`config.mk`:
```
export PLATFORM = sky130hd
export DESIGN_NAME = evpr_responder
export DESIGN_NICKNAME = d
export VERILOG_FILES = /design/src/evpr_pkg.sv /design/src/evpr_responder.sv
export SDC_FILE = /design/constraint.sdc
export NUM_CORES = 1
export LEC_CHECK = 0
export BUFFER_PORTS_ARGS = -buffer_cell sky130_fd_sc_hd__clkbuf_2
export CORE_UTILIZATION = 45
export CTS_CLUSTER_DIAMETER = 50
export DETAILED_ROUTE_END_ITERATION = 7
export GPL_ROUTABILITY_DRIVEN = 0
export PLACE_DENSITY_LB_ADDON = 0.12
export RECOVER_POWER = 100
export SETUP_SLACK_MARGIN = 0.4
export SKIP_CTS_REPAIR_TIMING = 1
export SYNTH_ARGS = -nofsm -noshare
export SYNTH_HDL_FRONTEND = slang
export SYNTH_SLANG_ARGS = --single-unit
```
`constraint.sdc`:
```
create_clock -name mclk -period 4.35 [get_ports mclk]
set_input_delay 0.2175 -clock mclk [delete_from_list [all_inputs] [get_ports mclk]]
set_output_delay 0.2175 -clock mclk [all_outputs]
set_load 0.005 [all_outputs]
```
`src/evpr_pkg.sv`:
```
// Constants and types for the event poll responder.
// Assumes a 16-bit master frame word and a plain register port.
package evpr_pkg;
	localparam int          EVPR_FW       = 16;
	localparam int          EVPR_AW       = 12;
	localparam logic [3:0]  EVPR_FC_START = 4'h9;
	localparam logic [3:0]  EVPR_FC_GROUP = 4'hd;
	localparam logic [3:0]  EVPR_FC_INDIV = 4'he;
	localparam int          EVPR_FC_LSB   = 12;
	localparam int          EVPR_EM_LSB   = 8;
	localparam int          EVPR_ET_LSB   = 4;
	localparam logic [3:0]  EVPR_EM_RUN   = 4'h1;
	localparam logic [3:0]  EVPR_EM_SILENT = 4'h3;
	localparam logic [3:0]  EVPR_ET_MAX   = 4'h1;
	localparam logic [3:0]  EVPR_EM_MAX   = 4'h3;
	localparam logic [11:0] EVPR_GLOBAL   = 12'hffe;
	localparam logic [11:0] EVPR_NOBODY   = 12'hfff;
	// Register byte addresses
	localparam logic [7:0]  EVPR_R_CTRL   = 8'h00;
	localparam logic [7:0]  EVPR_R_FLAGS  = 8'h04;
	localparam logic [7:0]  EVPR_R_PCW_HI = 8'h08;
	localparam logic [7:0]  EVPR_R_PCW_LO = 8'h0c;
	localparam logic [7:0]  EVPR_R_PCW_SK = 8'h10;
	localparam logic [7:0]  EVPR_R_SRC_HI = 8'h14;
	localparam logic [7:0]  EVPR_R_SRC_LO = 8'h18;
	localparam logic [7:0]  EVPR_R_SINK   = 8'h1c;
	// Control register fields
	localparam int          EVPR_CTRL_EN  = 12;
	// Flags register fields
	localparam int          EVPR_FL_ANN   = 0;
	localparam int          EVPR_FL_CAN   = 2;
	localparam int          EVPR_FL_PAR   = 4;
	localparam int          EVPR_FL_NEW   = 6;
	localparam int          EVPR_FL_ET    = 7;
	localparam int          EVPR_FL_ETOK  = 8;
	// Port control word fields
	localparam int          EVPR_PC_SRC   = 0;
	localparam int          EVPR_PC_SINK  = 1;
	localparam int          EVPR_PC_TDIS  = 2;
	localparam int          EVPR_PC_CPE   = 3;
	localparam logic [11:0] EVPR_NODE_RST = 12'h000;
	typedef enum logic [1:0] {
		EVPR_IDLE = 2'b00,
		EVPR_WAIT = 2'b01
	} evpr_poll_t;
	typedef struct packed {
		evpr_poll_t  poll;
		logic        et;
		logic        et_ok;
		logic [1:0]  ann;
		logic [1:0]  par;
		logic        rx_en;
		logic [11:0] node;
		logic [4:0]  pcw_hi;
		logic [4:0]  pcw_lo;
		logic [4:0]  pcw_sink;
		logic [15:0] src_hi;
		logic [15:0] src_lo;
		logic [15:0] sink_data;
		logic        sink_new;
		logic        reply_valid;
		logic [15:0] reply_word;
		logic [31:0] rdata;
	} evpr_state_t;
endpackage

```
`src/evpr_responder.sv`:
```
// Event poll responder: group and individual event polls, flag upkeep.
// Assumes frames arrive decoded as one-cycle strobes on the mclk domain.
//
// Contract
// - Function code 13 is a group poll with a 12-bit group pattern.
// - Group pattern selects a bisected group of 2 up to 4096 devices.
// - Pattern all ones with low zero addresses every device.
// - Leading ones then zero form a prefix; bits below must match own address.
// - Top bit zero compares eleven address bits, selecting two devices.
// - Group poll replies from remembered type's source if matched and participating.
// - Function code 14 is an individual poll to one 12-bit address.
// - Individual poll replies only on own address and active participation.
// - Source port used only if active source, not disabled, reception enabled.
// - Sink captures poll reply only if active sink, not disabled, enabled.
// - Reply is one word; master tolerates collision or silence.
// - Any transmission of a port with clear-pending clears announce and participation.
// - Writing one to a cancel bit clears announce and participation.
// - Without clear-pending transmission the flags stay and participation continues.
// - Reception enable low suspends participation and replies.
// - Round-starting start poll sets participation where announced.
`timescale 1ns/100ps
module evpr_responder
	import evpr_pkg::*;
#(
	parameter int REG_AW = 8
) (
	input  wire logic        mclk,
	input  wire logic        rst,
	input  wire logic        mf_valid,
	input  wire logic [15:0] mf_word,
	input  wire logic        sf_valid,
	input  wire logic [15:0] sf_word,
	input  wire logic        port_tx_done,
	input  wire logic [1:0]  port_tx_cpe,
	input  wire logic [REG_AW-1:0] reg_addr,
	input  wire logic [31:0] reg_wdata,
	input  wire logic        reg_wr,
	input  wire logic        reg_rd,
	output logic [31:0]      reg_rdata,
	output logic             reply_valid,
	output logic [15:0]      reply_word
);

	generate
		if (REG_AW < 5 || REG_AW > 8) begin : g_bad_aw
			$error("REG_AW must be 5 to 8");
		end
	endgenerate

	evpr_state_t s;
	evpr_state_t next_s;

	// Group pattern decode: highest-order zero, ending the leading ones run, marks the prefix
	function automatic logic group_match(input logic [11:0] pat, input logic [11:0] node);
		logic hit;
		logic done;
		hit = 1'b0;
		done = 1'b0;
		for (int i = EVPR_AW - 1; i >= 0; i--) begin
			if (!done && !pat[i]) begin
				done = 1'b1;
				hit = 1'b1;
				for (int j = 0; j < i; j++) begin
					if (pat[j] != node[j]) begin
						hit = 1'b0;
					end
				end
			end
		end
		return hit;
	endfunction

	function automatic logic src_ok(input logic [4:0] pcw);
		return pcw[EVPR_PC_SRC] && !pcw[EVPR_PC_TDIS];
	endfunction

	function automatic logic sink_ok(input logic [4:0] pcw);
		return pcw[EVPR_PC_SINK] && !pcw[EVPR_PC_TDIS];
	endfunction

	logic [3:0]  fcode;
	logic [3:0]  em_f;
	logic [3:0]  et_f;
	logic [11:0] addr_f;
	logic [7:0]  ra;
	logic [4:0]  cur_pcw;
	logic [15:0] cur_src;
	logic        addr_hit;
	logic        reply_now;
	logic [1:0]  clr;
	logic [1:0]  par_set;
	logic [1:0]  ann_set;

	assign fcode   = mf_word[EVPR_FC_LSB +: 4];
	assign em_f    = mf_word[EVPR_EM_LSB +: 4];
	assign et_f    = mf_word[EVPR_ET_LSB +: 4];
	assign addr_f  = mf_word[EVPR_AW-1:0];
	assign ra      = 8'(reg_addr);
	assign cur_pcw = s.et ? s.pcw_lo : s.pcw_hi;
	assign cur_src = s.et ? s.src_lo : s.src_hi;

	always_comb begin
		addr_hit = 1'b0;
		if (fcode == EVPR_FC_GROUP) begin
			addr_hit = group_match(addr_f, s.node);
		end else if (fcode == EVPR_FC_INDIV) begin
			addr_hit = addr_f == s.node;
		end
	end

	// Reply when matched, participating, source usable and reception on
	assign reply_now = mf_valid && addr_hit && s.et_ok && s.par[s.et] && s.rx_en
		&& src_ok(cur_pcw);

	always_comb begin
		next_s = s;
		next_s.reply_valid = 1'b0;
		clr = 2'b00;
		par_set = 2'b00;
		ann_set = 2'b00;
		// Reading the sink clears its new flag; a capture in the same cycle wins
		if (reg_rd && ra == EVPR_R_SINK) begin
			next_s.sink_new = 1'b0;
		end
		if (s.poll == EVPR_WAIT && sf_valid) begin
			next_s.sink_data = sf_word;
			next_s.sink_new = 1'b1;
			next_s.poll = EVPR_IDLE;
		end
		if (mf_valid) begin
			next_s.poll = EVPR_IDLE;
			case (fcode)
				EVPR_FC_START: begin
					if (et_f <= EVPR_ET_MAX && em_f <= EVPR_EM_MAX) begin
						next_s.et = et_f[0];
						next_s.et_ok = 1'b1;
						if (s.rx_en && (em_f == EVPR_EM_RUN || em_f == EVPR_EM_SILENT)) begin
							par_set[et_f[0]] = s.ann[et_f[0]];
						end
					end else begin
						next_s.et_ok = 1'b0;
					end
				end
				EVPR_FC_GROUP, EVPR_FC_INDIV: begin
					if (reply_now) begin
						next_s.reply_valid = 1'b1;
						next_s.reply_word = cur_src;
						clr = cur_pcw[EVPR_PC_CPE +: 2];
					end
					if (s.rx_en && sink_ok(s.pcw_sink)) begin
						next_s.poll = EVPR_WAIT;
					end
				end
				default: begin
					next_s.poll = EVPR_IDLE;
				end
			endcase
		end
		if (port_tx_done) begin
			clr = clr | port_tx_cpe;
		end
		// Register writes
		if (reg_wr) begin
			case (ra)
				EVPR_R_CTRL: begin
					next_s.node = reg_wdata[EVPR_AW-1:0];
					next_s.rx_en = reg_wdata[EVPR_CTRL_EN];
				end
				EVPR_R_FLAGS: begin
					ann_set = reg_wdata[EVPR_FL_ANN +: 2];
					clr = clr | reg_wdata[EVPR_FL_CAN +: 2];
				end
				EVPR_R_PCW_HI: begin
					next_s.pcw_hi = reg_wdata[4:0];
				end
				EVPR_R_PCW_LO: begin
					next_s.pcw_lo = reg_wdata[4:0];
				end
				EVPR_R_PCW_SK: begin
					next_s.pcw_sink = reg_wdata[4:0];
				end
				EVPR_R_SRC_HI: begin
					next_s.src_hi = reg_wdata[15:0];
				end
				EVPR_R_SRC_LO: begin
					next_s.src_lo = reg_wdata[15:0];
				end
				default: begin
					next_s.node = s.node;
				end
			endcase
		end
		// Clears first, sets after so a coincident set survives
		next_s.ann = (s.ann & ~clr) | ann_set;
		next_s.par = (s.par & ~clr) | par_set;
		// Register reads, answered in the next cycle
		next_s.rdata = 32'h0;
		if (reg_rd) begin
			case (ra)
				EVPR_R_CTRL: next_s.rdata = {19'h0, s.rx_en, s.node};
				EVPR_R_FLAGS: next_s.rdata = {23'h0, s.et_ok, s.et, s.sink_new, s.par, 2'h0, s.ann};
				EVPR_R_PCW_HI: next_s.rdata = {27'h0, s.pcw_hi};
				EVPR_R_PCW_LO: next_s.rdata = {27'h0, s.pcw_lo};
				EVPR_R_PCW_SK: next_s.rdata = {27'h0, s.pcw_sink};
				EVPR_R_SRC_HI: next_s.rdata = {16'h0, s.src_hi};
				EVPR_R_SRC_LO: next_s.rdata = {16'h0, s.src_lo};
				EVPR_R_SINK: next_s.rdata = {16'h0, s.sink_data};
				default: next_s.rdata = 32'h0;
			endcase
		end
	end

	always_ff @(posedge mclk) begin
		if (rst) begin
			s <= '0;
			s.node <= EVPR_NODE_RST;
			s.poll <= EVPR_IDLE;
		end else begin
			s <= next_s;
		end
	end

	assign reg_rdata   = s.rdata;
	assign reply_valid = s.reply_valid;
	assign reply_word  = s.reply_word;

	logic [3:0] st_fc;
	assign st_fc = mf_word[EVPR_FC_LSB +: 4];
endmodule

```
Word-level counts from Yosys, hierarchy flattened
Index checks and enable logic that the tools add are counted.
- bits in registers: 134
- latch bits: 0
- memory bits (writable): 0
- memory bits (read-only): 0
- input bits: 81
- memories: 0
- $add $sub $neg: 0
- $mul: 0
- div/mod/pow operators: 0
- magnitude comparators: 5
- equal/unequal tests: 25
- shift-type cells: 0
- mux-type cells: 78
- bitwise logic cells: 11
- reductions and logical operators: 64
- operator list (cell ; number):
    16-bit case mux with 8 select lines ; 1
    1-bit two-way mux ; 58
    8-bit by 5-bit == test with 1-bit output, second input constant ; 4
    2-bit two-way mux ; 14
    1-bit logical AND ; 24
    1-bit logical NOT ; 24
    17-bit two-way mux ; 1
    8-bit by 4-bit == test with 1-bit output, second input constant ; 2
    16-bit two-way mux ; 1
    2-bit AND reduction ; 7
    12-bit == test ; 1
    4-bit == test, second input constant ; 3
    1-bit != test ; 11
    8-bit by 3-bit == test with 1-bit output, second input constant ; 1
    8-bit logical NOT ; 1
    2-bit OR ; 4
    2-bit AND ; 3
    3-bit AND reduction ; 2
    5-bit two-way mux ; 1
    4-bit by 1-bit == test with 1-bit output, second input constant ; 1
    4-bit by 2-bit == test with 1-bit output, second input constant ; 1
    4-bit by 1-bit less-or-equal comparator with 1-bit output, second input constant ; 1
    4-bit by 2-bit less-or-equal comparator with 1-bit output, second input constant ; 1
    1-bit by 2-bit less-than comparator with 1-bit output, second input constant ; 2
    10 further kinds ; 14

Logic depth before layout (Yosys ltp)
- depth in word-level cells: 62
- mapped depth: 8
- depth with buffers taken out: 6

Worst setup path after synthesis
Ideal clock, no wire load.
- kind: reg2reg
- start point: reg s[115] (netlist name)
- end point: reg s (netlist bit reply_word[10])
- arrival time: 1.909 ns
- setup slack: 2.320 ns
- cell stages (with the launch flop): 8
- buffers on the path: 1
- cell sequence: dfxtp_1 > xnor2_1 > nand3_1 > or4_4 > a21oi_4 > o21ai_4 > buf_6 > mux2_4
- word-level cells in the longest chain between the ends: 29
- elaborated cells on any way between the ends: 31
- those cells by class: eq/ne: 2; mux: 23; reduce/logical: 6
- RTL lines (what ; line ; source):
    start: declaration ; evpr_responder.sv:50 ; evpr_state_t s;
    start signal: assignment ; evpr_responder.sv:219 ; s <= next_s;
    1-bit != test ; evpr_responder.sv:64 ; if (pat[j] != node[j]) begin
    1-bit two-way mux (9 in series) ; evpr_responder.sv:64 ;
    1-bit two-way mux (12 in series) ; evpr_responder.sv:60 ; if (!done && !pat[i]) begin
    1-bit two-way mux (*) ; evpr_responder.sv:104 ; if (fcode == EVPR_FC_GROUP) begin
    1-bit logical AND (*) (4 in series) ; evpr_responder.sv:112 ; assign reply_now = mf_valid && addr_hit && s.et_ok && s.par[s.et] && s.rx_en
    1-bit logical AND (*) ; evpr_responder.sv:113 ; && src_ok(cur_pcw);
    3-bit AND reduction (no source line) (*) ; - ;
Mark *: on every way between the ends. The rest lies on a longest branch, timed or not.
A chain may end at the register's enable or synchronous reset.

Final worst setup path
- start point: in rst
- end point: reg s (netlist bit reg_rdata[7])
- word-level cells in the longest chain between the ends: 1
- RTL lines (what ; line ; source):
    start: declaration ; evpr_responder.sv:28 ; input wire logic rst,
    2-bit OR reduction (no source line) ; - ;
Every way passes these cells.

==> metrics.log <==
[metrics] slowest library cell on the worst path: clkbuf_1
[metrics] Gate Count Post-Synth: approximately 680
[metrics] count of endpoints failing setup in the final report: 0
[metrics] Sink Count: around 120
[metrics] area after detailed placement: just under 6000 um^2
[metrics] Skew-Pair Late Insertion Delay: approximately 0.42 ns
[metrics] total standard cell area after synthesis: roughly 5600 um^2
[metrics] reported leakage power: approximately 2.3 nW
[metrics] total count of hold-check failures in the final report: 0
[metrics] remaining global-route overflow: 0
[metrics] Peak Freq: approximately 330 MHz
[metrics] cell-by-cell trace of the critical path: clkbuf_1 -> inv_1 -> nand4_1 -> a31oi_1
[metrics] number of port buffers: 97
[metrics] peak ir drop on the vdd network: between 0.2 and 0.25 mV
[metrics] fraction of layout cells with a size suffix above 1: between 10% and 20%
[metrics] total number of placement rows: 40
[metrics] number of maximum-capacitance constraint violations: 1
[metrics] busiest metal layer after global routing: met2
[metrics] post-detailed-routing wire length: 16000 um
[metrics] Num CTS Buffers: 17
[metrics] number of I/O pins: 130
[metrics] met3 usage: about 5.5%
[metrics] number of nets in the layout: approximately 810
[metrics] arrival time worst endpoint: 3.24 ns
[metrics] share of synthesized cell area in and, or, nand and nor gates: approximately 22%
[metrics] worst-case headroom to the max-slew limit: -36.7%
[metrics] final worst setup slack: around 1.4 ns
[metrics] H-tree depth: 4
[metrics] met1 Use GR: between 30% and 40%
[metrics] count of yosys warnings during synthesis: 0
[metrics] final cycle utilization of the critical path: 68.8%
[metrics] largest family of logic cells by synthesized area: simple AND/OR/NAND/NOR gates
[metrics] post-detail-place hpwl: roughly 11000 um
[metrics] path class of the lowest-slack min-delay path: input pin to flip-flop
[metrics] Design Area, Final: around 6400 um^2
[metrics] GR Util met2: about 38%
[metrics] xor-xnor portion of the synthesized cell area: approximately 2.2%
[metrics] top-area cell type share of the netlist area: a little over two fifths
[metrics] number of buffers and inverters on the critical path: 2
[metrics] failing checks: max-capacitance violations, max-slew violations
[metrics] Tot GR Track Use: roughly 25%
[metrics] largest net degree at the start of global routing: just over 70
[metrics] maximum buffer depth of the clock tree: 2
[metrics] DIE AREA: ~13000 um^2
[metrics] Iter 0 DRT Violations: between 400 and 500
[metrics] tightest hold margin: 0.0168 ns
[metrics] # diodes: 0
[metrics] via count of the first global-routing pass: between 4000 and 5000
[metrics] CTS tree: yes
[metrics] largest incremental delay on the critical path: about 1.4 ns
[metrics] Worst EP required: 4.59 ns
[metrics] count of unique library cells instantiated by Yosys: slightly above 50
[metrics] final number of max-transition violations: 46
[metrics] Pre-antenna DRT Iters: 6
[metrics] cell taking the most area after synthesis: dfxtp_1
[metrics] chip width: 113 um
[metrics] global-route wire length before repair: 24700 um
[metrics] Layout area overhead: 15.0%
[metrics] register area share after synthesis: 42.0%
[metrics] result of the run: finished, violations left
[metrics] Most used DFF post-synth: dfxtp_1
[metrics] RSZ-0062 raised after global routing: no
[metrics] overall power consumption: between 2 and 3 mW
[metrics] Least-Margin Pin Slew: a little over 2 ns
[metrics] critical path start-end classification: input pin to flip-flop
[metrics] Inst Count DP: about 880
[metrics] type of element launching the critical path: input pin
[metrics] share of synthesized cell area in full adder, half adder and majority cells: 0%
[metrics] cell area power density: between 400 and 500 nW/um^2
[metrics] count of nets left with antenna violations after detail routing: 0
[metrics] share of flip-flops with an asynchronous set or reset after synthesis: 0%
[metrics] Setup TNS: 0 ns
[metrics] Post-Place Worst Slack: approximately 1.8 ns
[metrics] number of flops mapped to enable cells by yosys: 0
[metrics] compound-cell area share of the yosys netlist: approximately 17%
[metrics] leading cell types by total area after synthesis: dfxtp_1, nand2_1, a21oi_1, buf_4, a22oi_1
[metrics] number of antenna violations at the first check in global routing: 0
[metrics] die height: 113 um
[metrics] Top delay family on crit path: buffers and inverters
[metrics] synthesized area per cell: slightly above 8 um^2
[metrics] clk_skew: about 0.0049 ns
[metrics] starting density of the core: a little under half
[metrics] root cell of the clock tree: clkbuf_16
[metrics] Period minus WS final: between 2 and 3 ns
[metrics] routed via count divided by cell count: about 5.5
[metrics] detailed-route DRC error count: 0
[metrics] mux contribution to synthesized area: 7.26%
[metrics] area of the placeable core: about 12000 um^2
[metrics] type of destination of the critical path: flip-flop
[metrics] Final Non-Filler Cells: slightly above 900
[metrics] flop and latch count out of synthesis: roughly 120
[metrics] biggest fanout along the worst timing path: between 40 and 50
[metrics] clock-pin transition on the worst setup and hold timing paths: ~0.050 ns
[metrics] fraction of the core area covered by cells at the end of the flow: 53.2%
[metrics] count of vias placed by the detailed router: approximately 5000
[metrics] routed wire length per instance: between 15 and 20 um
[worst paths after layout]
check | slack [ns] | cells after the start | to | from
max | 1.36 | 4 | reg_rdata[7] | rst
min | 0.02 | 3 | s[50] | sf_word[0]
max reg2reg | 2.08 | 6 | reply_word[14] | s[115]
min reg2reg | 0.46 | 2 | s[56] | s[56]
[report_power, final]
group	total, mW	internal [mW]	switching, mW
combinational	0.107	0.0348	0.0719
clock	1.40	0.911	0.490
sequential	1.07	1.07	0.000663
[state kept, by name, summed over array words and instances (netlist names)]
| name | cells |
|---|---|
| s | 84 |
| reg_rdata | 16 |
| reply_word | 16 |
| reply_valid | 1 |
[cells by family (layout without fill, tap and decap cells)]
kind of cell / Yosys count / count (layout)
and+or+nand+nor: 267 / 267
DFF: 117 / 117
buffers and inverters: 88 / 137
AOI/OAI and AO/OA: 153 / 153
xor gates and xnor gates: 14 / 14
other: 1 / 16
muxes: 36 / 36
[worst reg2reg max path, delay by kind of cell, from the launching register on]
| family | cells | cell delay, ns |
|---|---|---|
| DFF | 1 | 0.47 |
| xor gates and xnor gates | 1 | 0.18 |
| AOI/OAI and AO/OA | 2 | 0.42 |
| and+or+nand+nor | 2 | 0.71 |
| muxes | 1 | 0.38 |
[synth_stat cells (all sizes together) (2+ instances only)]
cell type    n
nand4b       3
nor2b       20
nand3       34
nand3b       3
and3         4
and2         6
a222oi       4
dfxtp      117
nor3         3
nor4b        2
buf         52
a22oi       29
inv          2
a22o         2
nand4        5
nor4         2
o211ai       5
a31oi        9
mux2i       18
xnor2       13
nand2b       4
o21ai        2
clkbuf      34
a32o         2
mux2        18
a21oi       90
a31o         2
a32oi        2
nor2        32
nand2      144
[layout by cell type, fill, tap and decap left out, types with 4 or more instances in the layout]
master     netlist  routed
xnor2_1         13      13
o211ai_1         5       5
buf_4           48       4
and2_0           0       4
conb_1           1      16
clkbuf_1        34      13
clkbuf_16        0      17
nand3_1         34      34
mux2_2          12      12
nor2_1          31      30
a222oi_1         4       4
and3_1           4       4
clkbuf_2         0      87
a31oi_1          9       9
a22oi_1         29      29
nand4_1          5       5
clkbuf_8         0       5
a21oi_1         89      89
mux2_1           0       6
nand2_1        144     144
mux2i_1         18      18
nor2b_1         20      20
nand2b_1         4       4
dfxtp_1        117     117
[layer usage]
layer / part of all wire (%) / up-vias
li1: - / 2394
met1: 47 / 2355
met2: 43 / 246
met3: 8.0 / 25
met4: 1.9 / 0
met5: 0 / -
[layout make-up]
| class | instances | area, um^2 |
|---|---|---|
| tap | 168 | 210 |
| fill | 1160 | 5640 |
| clock inverter | 8 | 97.6 |
| sequential | 117 | 2340 |
| clock buffer | 23 | 498 |
| multi-input combinational | 486 | 2750 |
| inverter | 2 | 7.51 |
| timing repair buffer | 104 | 514 |
Note: power is estimated with default switching activity, not from simulation.
